[config.mk]
export PLATFORM = sky130hd
export DESIGN_NAME = ccr_core_config
export DESIGN_NICKNAME = d
export VERILOG_FILES = /design/src/verilog/ccr_pkg.sv /design/src/verilog/ccr_align_chk.sv /design/src/verilog/ccr_spec_fill.sv /design/src/verilog/ccr_core_config.sv
export VERILOG_INCLUDE_DIRS = /design/src /design/src/verilog
export SDC_FILE = /design/constraint.sdc
export NUM_CORES = 1
export LEC_CHECK = 0
export BUFFER_PORTS_ARGS = -buffer_cell sky130_fd_sc_hd__buf_2
export CORE_MARGIN = 3
export CORE_UTILIZATION = 38
export DETAILED_ROUTE_END_ITERATION = 10
export PLACE_DENSITY = 0.79
export REMOVE_ABC_BUFFERS = 1
export SLEW_MARGIN = 15
export SYNTH_ARGS = -nofsm -noshare
export SYNTH_HDL_FRONTEND = slang
export SYNTH_SLANG_ARGS = --single-unit
[constraint.sdc]
create_clock -name clock -period 1.7 [get_ports clock]
set_input_delay 0.255 -clock clock [delete_from_list [all_inputs] [get_ports clock]]
set_output_delay 0.255 -clock clock [all_outputs]
set_load 0.005 [all_outputs]
[src/verilog/ccr_regs.svh]
`ifndef CCR_REGS_SVH
`define CCR_REGS_SVH

// special register number of the configuration register
`define CCR_SPRN        10'h3B3
`define CCR_RESET_VAL   32'h00000000
// writable field mask, little-endian bit index (big-endian bit n sits at 31-n)
`define CCR_WR_MASK     32'h4830E10F
`define CCR_B_PRE       30
`define CCR_B_PAR_READ  27
`define CCR_B_NO_MERGE  21
`define CCR_B_NO_AUX    20
`define CCR_B_NO_TRACE  15
`define CCR_B_G_ITOUCH  14
`define CCR_B_G_DTOUCH  13
`define CCR_B_ALIGN     8
`define CCR_B_SLC_HI    3
`define CCR_B_SLC_LO    2
`define CCR_B_SLT_HI    1
`define CCR_B_SLT_LO    0
`endif

[src/verilog/ccr_pkg.sv]
package ccr_pkg;
   typedef struct packed {
      logic       parity_full_recovery;
      logic       parity_readback_enable;
      logic       store_merge_disable;
      logic       aux_processor_broadcast_disable;
      logic       trace_broadcast_disable;
      logic       guaranteed_instr_touch;
      logic       guaranteed_data_touch;
      logic       forced_alignment_check;
      logic [1:0] speculative_line_count;
      logic [1:0] speculative_fill_threshold;
   } ccr_ctrl_s;

   typedef struct packed {
      logic [9:0]  num;
      logic        rd;
      logic        wr;
      logic        sup;
      logic [31:0] wdata;
   } ccr_spr_req_s;

   typedef enum logic [1:0] {
      ACC_IDLE,
      ACC_READ,
      ACC_WRITE,
      ACC_FAULT
   } ccr_acc_e;
endpackage : ccr_pkg

[src/verilog/ccr_align_chk.sv]
`timescale 1ns/1ps
module ccr_align_chk #(
   parameter int AW = 32
) (
   // access
   input  wire logic          acc_valid,
   input  wire logic [AW-1:0] acc_addr,
   input  wire logic [1:0]    acc_size_log2,
   // control
   input  wire logic          force_align,
   // result
   output      logic          align_exc
);
   logic [2:0] low_mask;
   logic       misaligned;

   assign low_mask   = (acc_size_log2 == 2'h0) ? 3'h0 :
                       (acc_size_log2 == 2'h1) ? 3'h1 :
                       (acc_size_log2 == 2'h2) ? 3'h3 : 3'h7;
   assign misaligned = |(acc_addr[2:0] & low_mask);
   assign align_exc  = acc_valid & force_align & misaligned;
endmodule : ccr_align_chk

[src/verilog/ccr_spec_fill.sv]
`timescale 1ns/1ps
module ccr_spec_fill (
   // fill progress
   input  wire logic       fill_active,
   input  wire logic       redirect,
   input  wire logic [2:0] dw_filled,
   // control
   input  wire logic [1:0] threshold,
   // result
   output      logic       fill_abandon
);
   logic below;

   // a fill that has not reached the threshold is dropped on redirect
   assign below        = dw_filled < {1'b0, threshold};
   assign fill_abandon = fill_active & redirect & below;
endmodule : ccr_spec_fill

[src/verilog/ccr_core_config.sv]
`timescale 1ns/1ps
`include "ccr_regs.svh"
module ccr_core_config #(
   parameter logic [31:0] RESET_VAL = `CCR_RESET_VAL,
   parameter int          PAR_W     = 8,
   parameter int          AW        = 32
) (
   // clock and reset
   input  wire logic                 clock,
   input  wire logic                 nrst,
   // special register access
   input  wire ccr_pkg::ccr_spr_req_s spr_req,
   output      logic                 spr_hit,
   output      logic                 spr_rd_ack,
   output      logic                 spr_wr_ack,
   output      logic                 spr_priv_fault,
   output      logic [31:0]          spr_rdata,
   // control lines to core units
   output      ccr_pkg::ccr_ctrl_s   ctrl,
   // debug reads parity
   input  wire logic                 dbg_rd_valid,
   input  wire logic [PAR_W-1:0]     icache_par_in,
   input  wire logic [PAR_W-1:0]     dcache_par_in,
   input  wire logic [PAR_W-1:0]     tlb_par_in,
   output      logic [PAR_W-1:0]     instr_debug_tag_high_par,
   output      logic [PAR_W-1:0]     data_debug_tag_low_par,
   output      logic [PAR_W-1:0]     general_register_par,
   // store gathering
   input  wire logic                 st_contiguous,
   output      logic                 st_merge_ok,
   // auxiliary processor and trace
   input  wire logic                 aux_insn_valid_in,
   output      logic                 aux_insn_valid,
   input  wire logic                 trace_valid_in,
   output      logic                 trace_valid,
   // block touches
   input  wire logic                 itouch_active,
   input  wire logic                 ipipe_stall,
   output      logic                 itouch_abandon,
   input  wire logic                 dtouch_active,
   input  wire logic                 lspipe_stall,
   output      logic                 dtouch_abandon,
   // alignment
   input  wire logic                 acc_valid,
   input  wire logic [AW-1:0]        acc_addr,
   input  wire logic [1:0]           acc_size_log2,
   output      logic                 align_exc,
   // speculative prefetch
   input  wire logic                 spec_fill_active,
   input  wire logic                 spec_redirect,
   input  wire logic [2:0]           spec_dw_filled,
   output      logic [1:0]           prefetch_lines,
   output      logic                 spec_fill_abandon
);
   logic [31:0]       cfg_q;
   logic [31:0]       cfg_d;
   logic [31:0]       rdata_q;
   logic [31:0]       rdata_d;
   ccr_pkg::ccr_acc_e acc_q;
   ccr_pkg::ccr_acc_e acc_d;
   logic [PAR_W-1:0]  ipar_q;
   logic [PAR_W-1:0]  dpar_q;
   logic [PAR_W-1:0]  tpar_q;
   logic              sel;
   logic              req_any;
   logic              wr_ok;
   logic              rd_ok;
   logic              fault;

   // decode
   assign sel     = spr_req.num == `CCR_SPRN;
   assign req_any = sel & (spr_req.rd | spr_req.wr);
   assign wr_ok   = sel & spr_req.wr & spr_req.sup;
   assign rd_ok   = sel & spr_req.rd & spr_req.sup & ~spr_req.wr;
   assign fault   = req_any & ~spr_req.sup;
   assign spr_hit = sel;

   // write keeps only the defined fields; reserved positions stay zero
   assign cfg_d   = wr_ok ? (spr_req.wdata & `CCR_WR_MASK) : cfg_q;
   assign rdata_d = rd_ok ? cfg_q : rdata_q;
   assign acc_d   = fault ? ccr_pkg::ACC_FAULT :
                    wr_ok ? ccr_pkg::ACC_WRITE :
                    rd_ok ? ccr_pkg::ACC_READ  : ccr_pkg::ACC_IDLE;

   always_ff @(posedge clock) begin
      if (!nrst) begin
         cfg_q   <= RESET_VAL & `CCR_WR_MASK;
         rdata_q <= 32'h00000000;
         acc_q   <= ccr_pkg::ACC_IDLE;
      end else begin
         cfg_q   <= cfg_d;
         rdata_q <= rdata_d;
         acc_q   <= acc_d;
      end
   end

   // answers one cycle after the request
   always_comb begin
      spr_rd_ack     = 1'b0;
      spr_wr_ack     = 1'b0;
      spr_priv_fault = 1'b0;
      case (acc_q)
         ccr_pkg::ACC_READ:  spr_rd_ack     = 1'b1;
         ccr_pkg::ACC_WRITE: spr_wr_ack     = 1'b1;
         ccr_pkg::ACC_FAULT: spr_priv_fault = 1'b1;
         default:            spr_rd_ack     = 1'b0;
      endcase
   end
   assign spr_rdata = rdata_q;

   // field fan-out
   assign ctrl.parity_full_recovery            = cfg_q[`CCR_B_PRE];
   assign ctrl.parity_readback_enable          = cfg_q[`CCR_B_PAR_READ];
   assign ctrl.store_merge_disable             = cfg_q[`CCR_B_NO_MERGE];
   assign ctrl.aux_processor_broadcast_disable = cfg_q[`CCR_B_NO_AUX];
   assign ctrl.trace_broadcast_disable         = cfg_q[`CCR_B_NO_TRACE];
   assign ctrl.guaranteed_instr_touch          = cfg_q[`CCR_B_G_ITOUCH];
   assign ctrl.guaranteed_data_touch           = cfg_q[`CCR_B_G_DTOUCH];
   assign ctrl.forced_alignment_check          = cfg_q[`CCR_B_ALIGN];
   assign ctrl.speculative_line_count          = cfg_q[`CCR_B_SLC_HI:`CCR_B_SLC_LO];
   assign ctrl.speculative_fill_threshold      = cfg_q[`CCR_B_SLT_HI:`CCR_B_SLT_LO];

   // parity readback, registered with the debug read
   always_ff @(posedge clock) begin
      if (!nrst) begin
         ipar_q <= '0;
         dpar_q <= '0;
         tpar_q <= '0;
      end else if (dbg_rd_valid) begin
         ipar_q <= ctrl.parity_readback_enable ? icache_par_in : '0;
         dpar_q <= ctrl.parity_readback_enable ? dcache_par_in : '0;
         tpar_q <= ctrl.parity_readback_enable ? tlb_par_in : '0;
      end
   end
   assign instr_debug_tag_high_par = ipar_q;
   assign data_debug_tag_low_par   = dpar_q;
   assign general_register_par     = tpar_q;

   // gating of unit strobes; disables also save switching power
   assign st_merge_ok    = st_contiguous & ~ctrl.store_merge_disable;
   assign aux_insn_valid = aux_insn_valid_in & ~ctrl.aux_processor_broadcast_disable;
   assign trace_valid    = trace_valid_in & ~ctrl.trace_broadcast_disable;
   assign itouch_abandon = itouch_active & ipipe_stall & ~ctrl.guaranteed_instr_touch;
   assign dtouch_abandon = dtouch_active & lspipe_stall & ~ctrl.guaranteed_data_touch;
   assign prefetch_lines = ctrl.speculative_line_count;

   ccr_align_chk #(
      .AW (AW)
   ) u_align (
      .acc_valid     (acc_valid),
      .acc_addr      (acc_addr),
      .acc_size_log2 (acc_size_log2),
      .force_align   (ctrl.forced_alignment_check),
      .align_exc     (align_exc)
   );

   ccr_spec_fill u_spec (
      .fill_active  (spec_fill_active),
      .redirect     (spec_redirect),
      .dw_filled    (spec_dw_filled),
      .threshold    (ctrl.speculative_fill_threshold),
      .fill_abandon (spec_fill_abandon)
   );
endmodule : ccr_core_config

==> summary.md, run 1 <==
The flow ran to the end, and the final reports show no timing, DRC or antenna violations. Weighted congestion reported at the end of routability-driven placement: 0.7679. The worst hold path begins at spr_req[0].

The proportion of layout cells with a drive suffix above 1 was 39.31%; the max-capacitance violation count was 0. The tools report the buffer type at the clock tree root as clkbuf_8. Counting flops with an async set or reset pin after synthesis yields a share of 0%. The reg-to-reg critical path endpoint is instr_debug_tag_high_par[6].

For this run, the post-layout net count is 498. Clock-pin slew was measured on the worst setup and hold paths at 0.09 ns. The final count of negative-setup-slack endpoints is 0, and the vias per cell is 4.426. Clock latency on the worst-skew pair, taken at its later pin, is 0.29 ns.

The via count of the first global-routing pass is 1,912, and the count of state elements after synthesis is 50. The first detailed-routing pass ran for 4 iterations. The number of hold buffers added after CTS was 0. Row generation in the floorplan step produced 27 rows. The count of nets left with antenna violations once routing finished came out at 0.

The highest cell delay on the worst timing path came out at 0.36 ns. Clock tree synthesis inserted a total of 5 buffers. For the number of antenna violations at the first check in global routing, the log shows 0. The final max-slew violation count was 0. The analysis attributes to cell leakage a power of 1.555 nW. Derived from the worst setup path, the maximum achievable clock frequency is 0.6023 GHz.

The first global-routing pass estimated 8680 um of wire. During I/O placement, the number of pins put on the boundary was 200. Global routing used 14.91% of the available tracks across all layers.

The worst register-to-register path has a setup slack of 0.30 ns. After detailed routing, the number of remaining DRC violations is 0. For the final number of hold-violating endpoints, the log shows 0.

Entering global routing, the biggest net connects 63 pins. Number of standard cells in the final layout excluding fillers: 451. Yosys attributes the largest share of cell area to dfxtp_1 (44%), nor2b_1 (15%), mux2i_1 (11%).

For this run, the number of Yosys warnings is 0. The filler cells instantiated in the layout total 535. Detailed placement finished with a half-perimeter wire length of 3933 um. At the pin with the least slew margin, the transition time is 0.8078 ns.

The die is 83.26 um tall. The pre-CTS worst setup slack was 0.08788 ns. Post-layout utilization of the core: 54.14%. The critical setup path kind is reg2out. The highest net fanout along the worst path works out to 3. Sequential cells were found to cover 44.13% of the synthesized design area. Fraction of synthesized cell area taken by the top area cell type: 44.13%.

STA classifies the critical path endpoint as a primary output. The routed via count was 1,996; the wire length per cell was 11.54 um. The tightest min-delay check is of the in2reg type.

The tools report the H-tree depth as 2. At the worst endpoint, the required time is 1.44 ns. The total overflow left after global routing is 0. The worst register-to-register path begins at cfg_q[27]. Counting instances, the worst hold path has a depth of 3.

The maximum buffer depth of the clock tree was 2; the count of cells along the worst register-to-register path was 3. Once the floorplan was initialized, standard cells occupied 40.21% of the core. The number of buffers and inverters on the critical path was 2. STA classifies the critical path startpoint as a register. In the finished design, the share of the clock period the worst path needs comes to 97.66%. Wires add up to 5203 um. After layout, the worst setup slack is 0.03975 ns.

The average footprint of a synthesized cell works out to 8.896 um^2. The slowest stage of the critical path belongs to the cell dfxtp_2. Most used flip-flop cell after synthesis: dfxtp_1.

The family with the most delay on the worst path was flip-flops. The clock drives 50 sinks. The number of library cell types mapped by synthesis is 25, and the number of I/O port buffers is 130.

TritonCTS built the clock tree. The tools report the worst clock skew on the final layout as 0.009494 ns. The number of buffers added for setup after CTS is 0.

The synthesized netlist occupies a cell area of 0.002268 mm^2. Setup repair after global routing could not meet its margin everywhere. The cell count after placement was 443.

The worst slew slack as a fraction of its limit is 46.15%, and the worst endpoint data arrival time is 1.41 ns. The number of enable flip-flop cells after synthesis is 0. For this block, the initial DRC count from the detailed router was 26. The worst hold path terminates at cfg_q[0]. For the final antenna diode count, the log shows 0. For this design the ratio of total power to cell area is 702.0 mW/mm^2. The area enclosed by the die boundary was 0.006932 mm^2; the width of the chip was 83.26 um. The placeable core area was 0.005642 mm^2; the minimum clock period was 1.660 ns. The most area-hungry cell type in the Yosys netlist was dfxtp_1. Compared with the post-synthesis result, the final layout area differs by 34.64%. The signal on the critical path passes through inv_2 > ha_4 > a2111oi_4 > buf_2.

VDD sags by at most 0.3235 mV. The instance count of the mapped netlist is 255.
==> flip-flops by register name, indices dropped and copies added (netlist names) <==
signal and cells:
acc_q 2, cfg_q 12, data_debug_tag_low_par 8, general_register_par 8, instr_debug_tag_high_par 8, spr_rdata 12
==> metal layers <==
| layer | up-vias | GRT usage, % | wire length (um) |
|---|---|---|---|
| met5 | - | 0 | 0 |
| met1 | 874 | 15.46 | 1982 |
| met2 | 87 | 28.94 | 2707 |
| met3 | 7 | 4.762 | 451 |
| li1 | 1028 | - | - |
| met4 | 0 | 3.120 | 62 |
==> layout by cell type (no fill, tap or decap) <==
master / instances
buf_2: 130
a21oi_1: 25
nor4_4: 1
nor2_1: 2
or4_1: 1
o21ai_0: 2
and3_1: 3
conb_1: 20
clkinv_2: 2
nor3_1: 1
nand4bb_4: 1
bufinv_16: 1
nand2_1: 41
buf_4: 3
inv_2: 1
nand4b_1: 1
nand2b_1: 1
nor2b_1: 53
o21bai_1: 1
nand3b_1: 1
inv_1: 2
a2111oi_4: 1
clkbuf_8: 5
mux2i_1: 25
ha_4: 1
buf_12: 2
dfxtp_2: 1
and2_1: 2
dfxtp_1: 49
==> timing repair <==
item                       CTS  global route
cloned                       0             0
resized for setup            2             3
setup endpoints to repair    1             1
hold endpoints to repair     0             0
==> report_power, final <==
part	switching (mW)	total, mW	internal (mW)
clock	0.364	0.797	0.433
sequential	0.0000591	1.17	1.17
combinational	0.0836	0.177	0.0939
total	0.447	2.14	1.70
==> cell type report <==
| cell class | count | area [um^2] | area share (%) |
|---|---|---|---|
| clock inverter | 3 | 40.04 | 1.311 |
| sequential | 50 | 1002 | 32.81 |
| multi-input combinational | 183 | 1129 | 36.95 |
| clock buffer | 5 | 68.82 | 2.253 |
| timing repair buffer | 135 | 713.2 | 23.35 |
| inverter | 3 | 11.26 | 0.3687 |
| tap | 72 | 90.09 | 2.950 |
==> synthesized netlist by cell type (2+ instances only) <==
cell      count
a21oi_1      25
dfxtp_1      50
and2_1        2
buf_2         2
o21ai_0       2
nor2_1        2
mux2i_1      25
clkbuf_1     12
buf_4        23
nor2b_1      53
nand2_1      41
inv_1         3
and3_1        3
==> worst min-delay path, stage by stage <==
cell and delay, ns:
buf_2 0.09, nand2_1 0.04, mux2i_1 0.05
==> cells by family after synthesis <==
group | Yosys count | share of synthesized area (%)
AO/OA/AOI/OAI | 29 | 6.674
other | 1 | 0.1653
multiplexers | 25 | 11.03
AND/OR/NAND/NOR | 108 | 26.42
adder cells (fa/ha/maj) | 1 | 0.5515
buffers and inverters | 41 | 11.03
flip-flops | 50 | 44.13
==> worst max-delay path by stage <==
stage                      startpoint                end  slack, ns  depth (start not counted)
after CTS                    cfg_q[1]  spec_fill_abandon      0.002                          4
after detailed placement  spr_req[37]       spr_rdata[3]       0.09                          5
final                        cfg_q[1]  spec_fill_abandon       0.04                          4
after global routing         cfg_q[1]  spec_fill_abandon      -0.03                          4
after global placement    spr_req[37]       spr_rdata[0]       0.08                          5
after floorplan           spr_req[37]           cfg_q[0]      -0.22                          3
==> stage by stage <==
stage / hold WS [ns] / cell area [um^2] / setup TNS [ns] / power (mW)
finish: 0.1935 / 3054 / 0 / 2.144
global route: 0.1878 / 3054 / -0.02901 / 2.243
CTS: 0.1781 / 3029 / 0 / 2.173
detailed placement: 0.4492 / 2913 / 0 / 1.367
global placement: 0.4440 / 2913 / 0 / 1.363
floorplan: 0.3832 / 2101 / -2.600 / 1.243
Power figures use the tool's default switching activity.
==> run 2: changes to the inputs <==
BUFFER_PORTS_ARGS = unset   (was -buffer_cell sky130_fd_sc_hd__buf_2)
CORE_AREA = 3 3 77 79   (was unset)
CORE_MARGIN = unset   (was 3)
CORE_UTILIZATION = unset   (was 38)
DIE_AREA = 0 0 80 82   (was unset)
DONT_BUFFER_PORTS = 1   (was unset)
PLACE_DENSITY = 0.54   (was 0.79)
SETUP_SLACK_MARGIN = 0.15   (was unset)
==> run 2 against run 1 <==
Hold slack got worse by 0.099 ns. Combinational power decreased by 68%. Sequential power about the same. Non-clock buffer count decreased by 131. Cell area decreased by 23%. Setup slack improved by 0.20 ns. Global-route usage decreased by 2.1 points. Flip-flop and latch count unchanged. Critical path depth decreased by 1.
==> summary.md, run 2 (synthesis gave the netlist of run 1 again) <==
Worst clock skew on the final layout: 0.001803 ns (-0.007690 ns). The minimum clock period was 1.462 ns (-0.1987 ns). The number of detailed-routing iterations run before antenna repair is 3 (-1). Wire length of the first global-routing pass: 6534 um (-25%). Signal routing reaches up to met4. The tools report the area enclosed by the die boundary as 0.006560 mm^2 (-5.4%). The cell sitting at the root of the clock tree is a clkbuf_8.

The highest net fanout along the worst path was 3 (unchanged); the number of buffers added to fix hold violations after cts was 0 (unchanged). The worst hold slack is 0.09405 ns (-0.09949 ns). The ratio of final minimum period to clock period is 85.98% (-12 points). The pre-CTS worst setup slack was 0.1823 ns (+0.09442 ns).

The logs give 0.002242 mm^2 (-23%) for the placement-stage cell area and 0.2384 ns (+0.1987 ns) for the final worst-path setup slack. The logs give 0 (unchanged) for the final antenna diode count and 0 (unchanged) for the final number of hold-violating endpoints. The tools report the final total power as 1.858 mW (-13%). Vias per cell: 4.784 (+8.1%). The tools report the area occupied by multi-input gates as 0.001129 mm^2 (unchanged). The logs give 1.44 ns (about the same) for the required time of the critical path and 2 (unchanged) for the maximum buffer depth of the clock tree. The remaining antenna violation count after routing came out at 0 (unchanged). TritonCTS built the clock tree. The wire length per cell is 13.93 um (+21%). The H-tree depth was 2 (unchanged); the max-capacitance violation count was 0 (unchanged).

The area growth from synthesis to layout is 3.640%, and the final count of negative-setup-slack endpoints is 0 (unchanged). The clock-pin slew reported for the worst setup and hold paths after clock tree synthesis works out to 0.08 ns (about the same). The power density of the placed cells works out to 790.4 mW/mm^2 (+13%). In the layout the commonest cells are nor2b_1 (53), dfxtp_1 (49), nand2_1 (41), a21oi_1 (25), mux2i_1 (25).

The tools report the number of cell rows as 27 (unchanged). The tools report the total routed wire length on the met1 layer as 1777 um (-10%). The number of antenna violations at the first check in global routing was 0 (unchanged); the number of buffers added for setup after CTS was 0 (unchanged). The violation count after the first detailed-routing iteration was 37 (+42%); the static leakage power was 0.9206 nW (-41%). The logs give 0.6842 GHz (+14%) for the top achievable clock speed and 0.29 ns (about the same) for the clock network latency to the later pin of the worst-skew pair. Setup repair after global routing left no endpoint under its margin.

The area of all placed cells without fillers came out at 0.002351 mm^2 (-23%). The weighted congestion reported at the end of routability-driven placement came out at 0.6741 (-12%). The overall routing resource usage was 12.80% (-2.1 points). The floorplan die height came out at 82 um (-1.5%).

The combined flip-flop and latch cell area was 0.001002 mm^2 (unchanged); the post-layout utilization of the core was 43.50% (-11 points). Initial core utilization: 41.97% (+1.8 points). For the number of I/O pins, the log shows 200 (unchanged). The worst endpoint data arrival time was 1.21 ns (-0.20 ns); the routed via count was 1,526 (-24%). Total detailed-routing wirelength: 4443 um (-15%). The logs give 535 (unchanged) for the layout filler cell count and 319 (-29%) for the number of standard cells in the final layout excluding fillers.

The run gives 600 um (+33%) as the sum of met3 wire segment lengths after detailed routing. The commonest non-fill, non-tap cell in the layout is nor2b_1. The cell count after placement is 312 (-30%), and the HPWL after detailed placement is 3193 um (-19%).

The final routed DRC violation total is 0 (unchanged). Width of the chip: 80 um (-3.9%). For the pin count of the biggest net entering global routing, the log shows 63 (unchanged). STA classifies the critical path startpoint as a register.

The total negative slack for setup checks is 0 ns (unchanged), and the proportion of layout cells with a drive suffix above 1 is 6.073% (-33 points). The worst setup path is of the reg2out kind. The routed wire length on met2 was 2045 um (-24%).

The path class of the tightest hold or removal check is in2reg. The placeable core area is 0.005405 mm^2 (-4.2%), and the total congestion overflow is 0 (unchanged). The CTS sink count was 50 (unchanged). The flow ran to the end, and the final reports show no timing, DRC or antenna violations. The logs give 0 (unchanged) for the final max-slew violation count and 5 (unchanged) for the number of buffers added by the clock tree synthesis step. The via count of the first global-routing pass was 1,390 (-27%). The final-stage net count was 367 (-26%). STA classifies the critical path endpoint as a primary output. The number of I/O port buffers is 0 (-100%), and the maximum vdd ir drop is 0.5394 mV (+67%).
-- run 2: changes by cell type in the layout (fill, tap and decap cells not counted) --
cell	change
clkbuf_1	+2
clkinv_2	-2
bufinv_16	-1
buf_12	-1
buf_2	-130
-- run 2: layer usage --
metal | global-route usage, % | vias to the layer above
li1 | - | 761
met1 | 14.24 | 673
met2 | 21.44 | 90
met3 | 6.689 | 2
met4 | 3.547 | 0
met5 | 0 | -
-- run 2: where the power goes --
part | switching (mW) | internal, mW
logic | 0.0274 | 0.0292
clock network | 0.348 | 0.284
registers | 0.0000801 | 1.17
total | 0.375 | 1.48
-- run 2: worst max-delay path, stage by stage (launching register included) --
cell and delay (ns):
dfxtp_2 0.36, inv_2 0.05, ha_4 0.21, a2111oi_4 0.29
-- run 2: path summary, 6_finish.rpt --
path / startpoint / to / slack, ns / cells after the start
max: cfg_q[1] / spec_fill_abandon / 0.24 / 3
min: spr_req[1] / cfg_q[1] / 0.09 / 2
max reg2reg: cfg_q[27] / data_debug_tag_low_par[0] / 0.61 / 4
min reg2reg: spr_rdata[14] / spr_rdata[14] / 0.49 / 2
-- run 2: layout make-up --
type	count	share of cell area, %
multi-input cells	183	48.00
flip-flops and latches	50	42.63
repair buffers	4	1.809
inverters	3	0.4790
clock buffers	7	3.246
well taps	72	3.832
-- run 2: repair_timing --
action | CTS | global route
pin swaps | 2 | 1
resized for setup | 6 | 0
endpoints found under the setup margin | 1 | 1
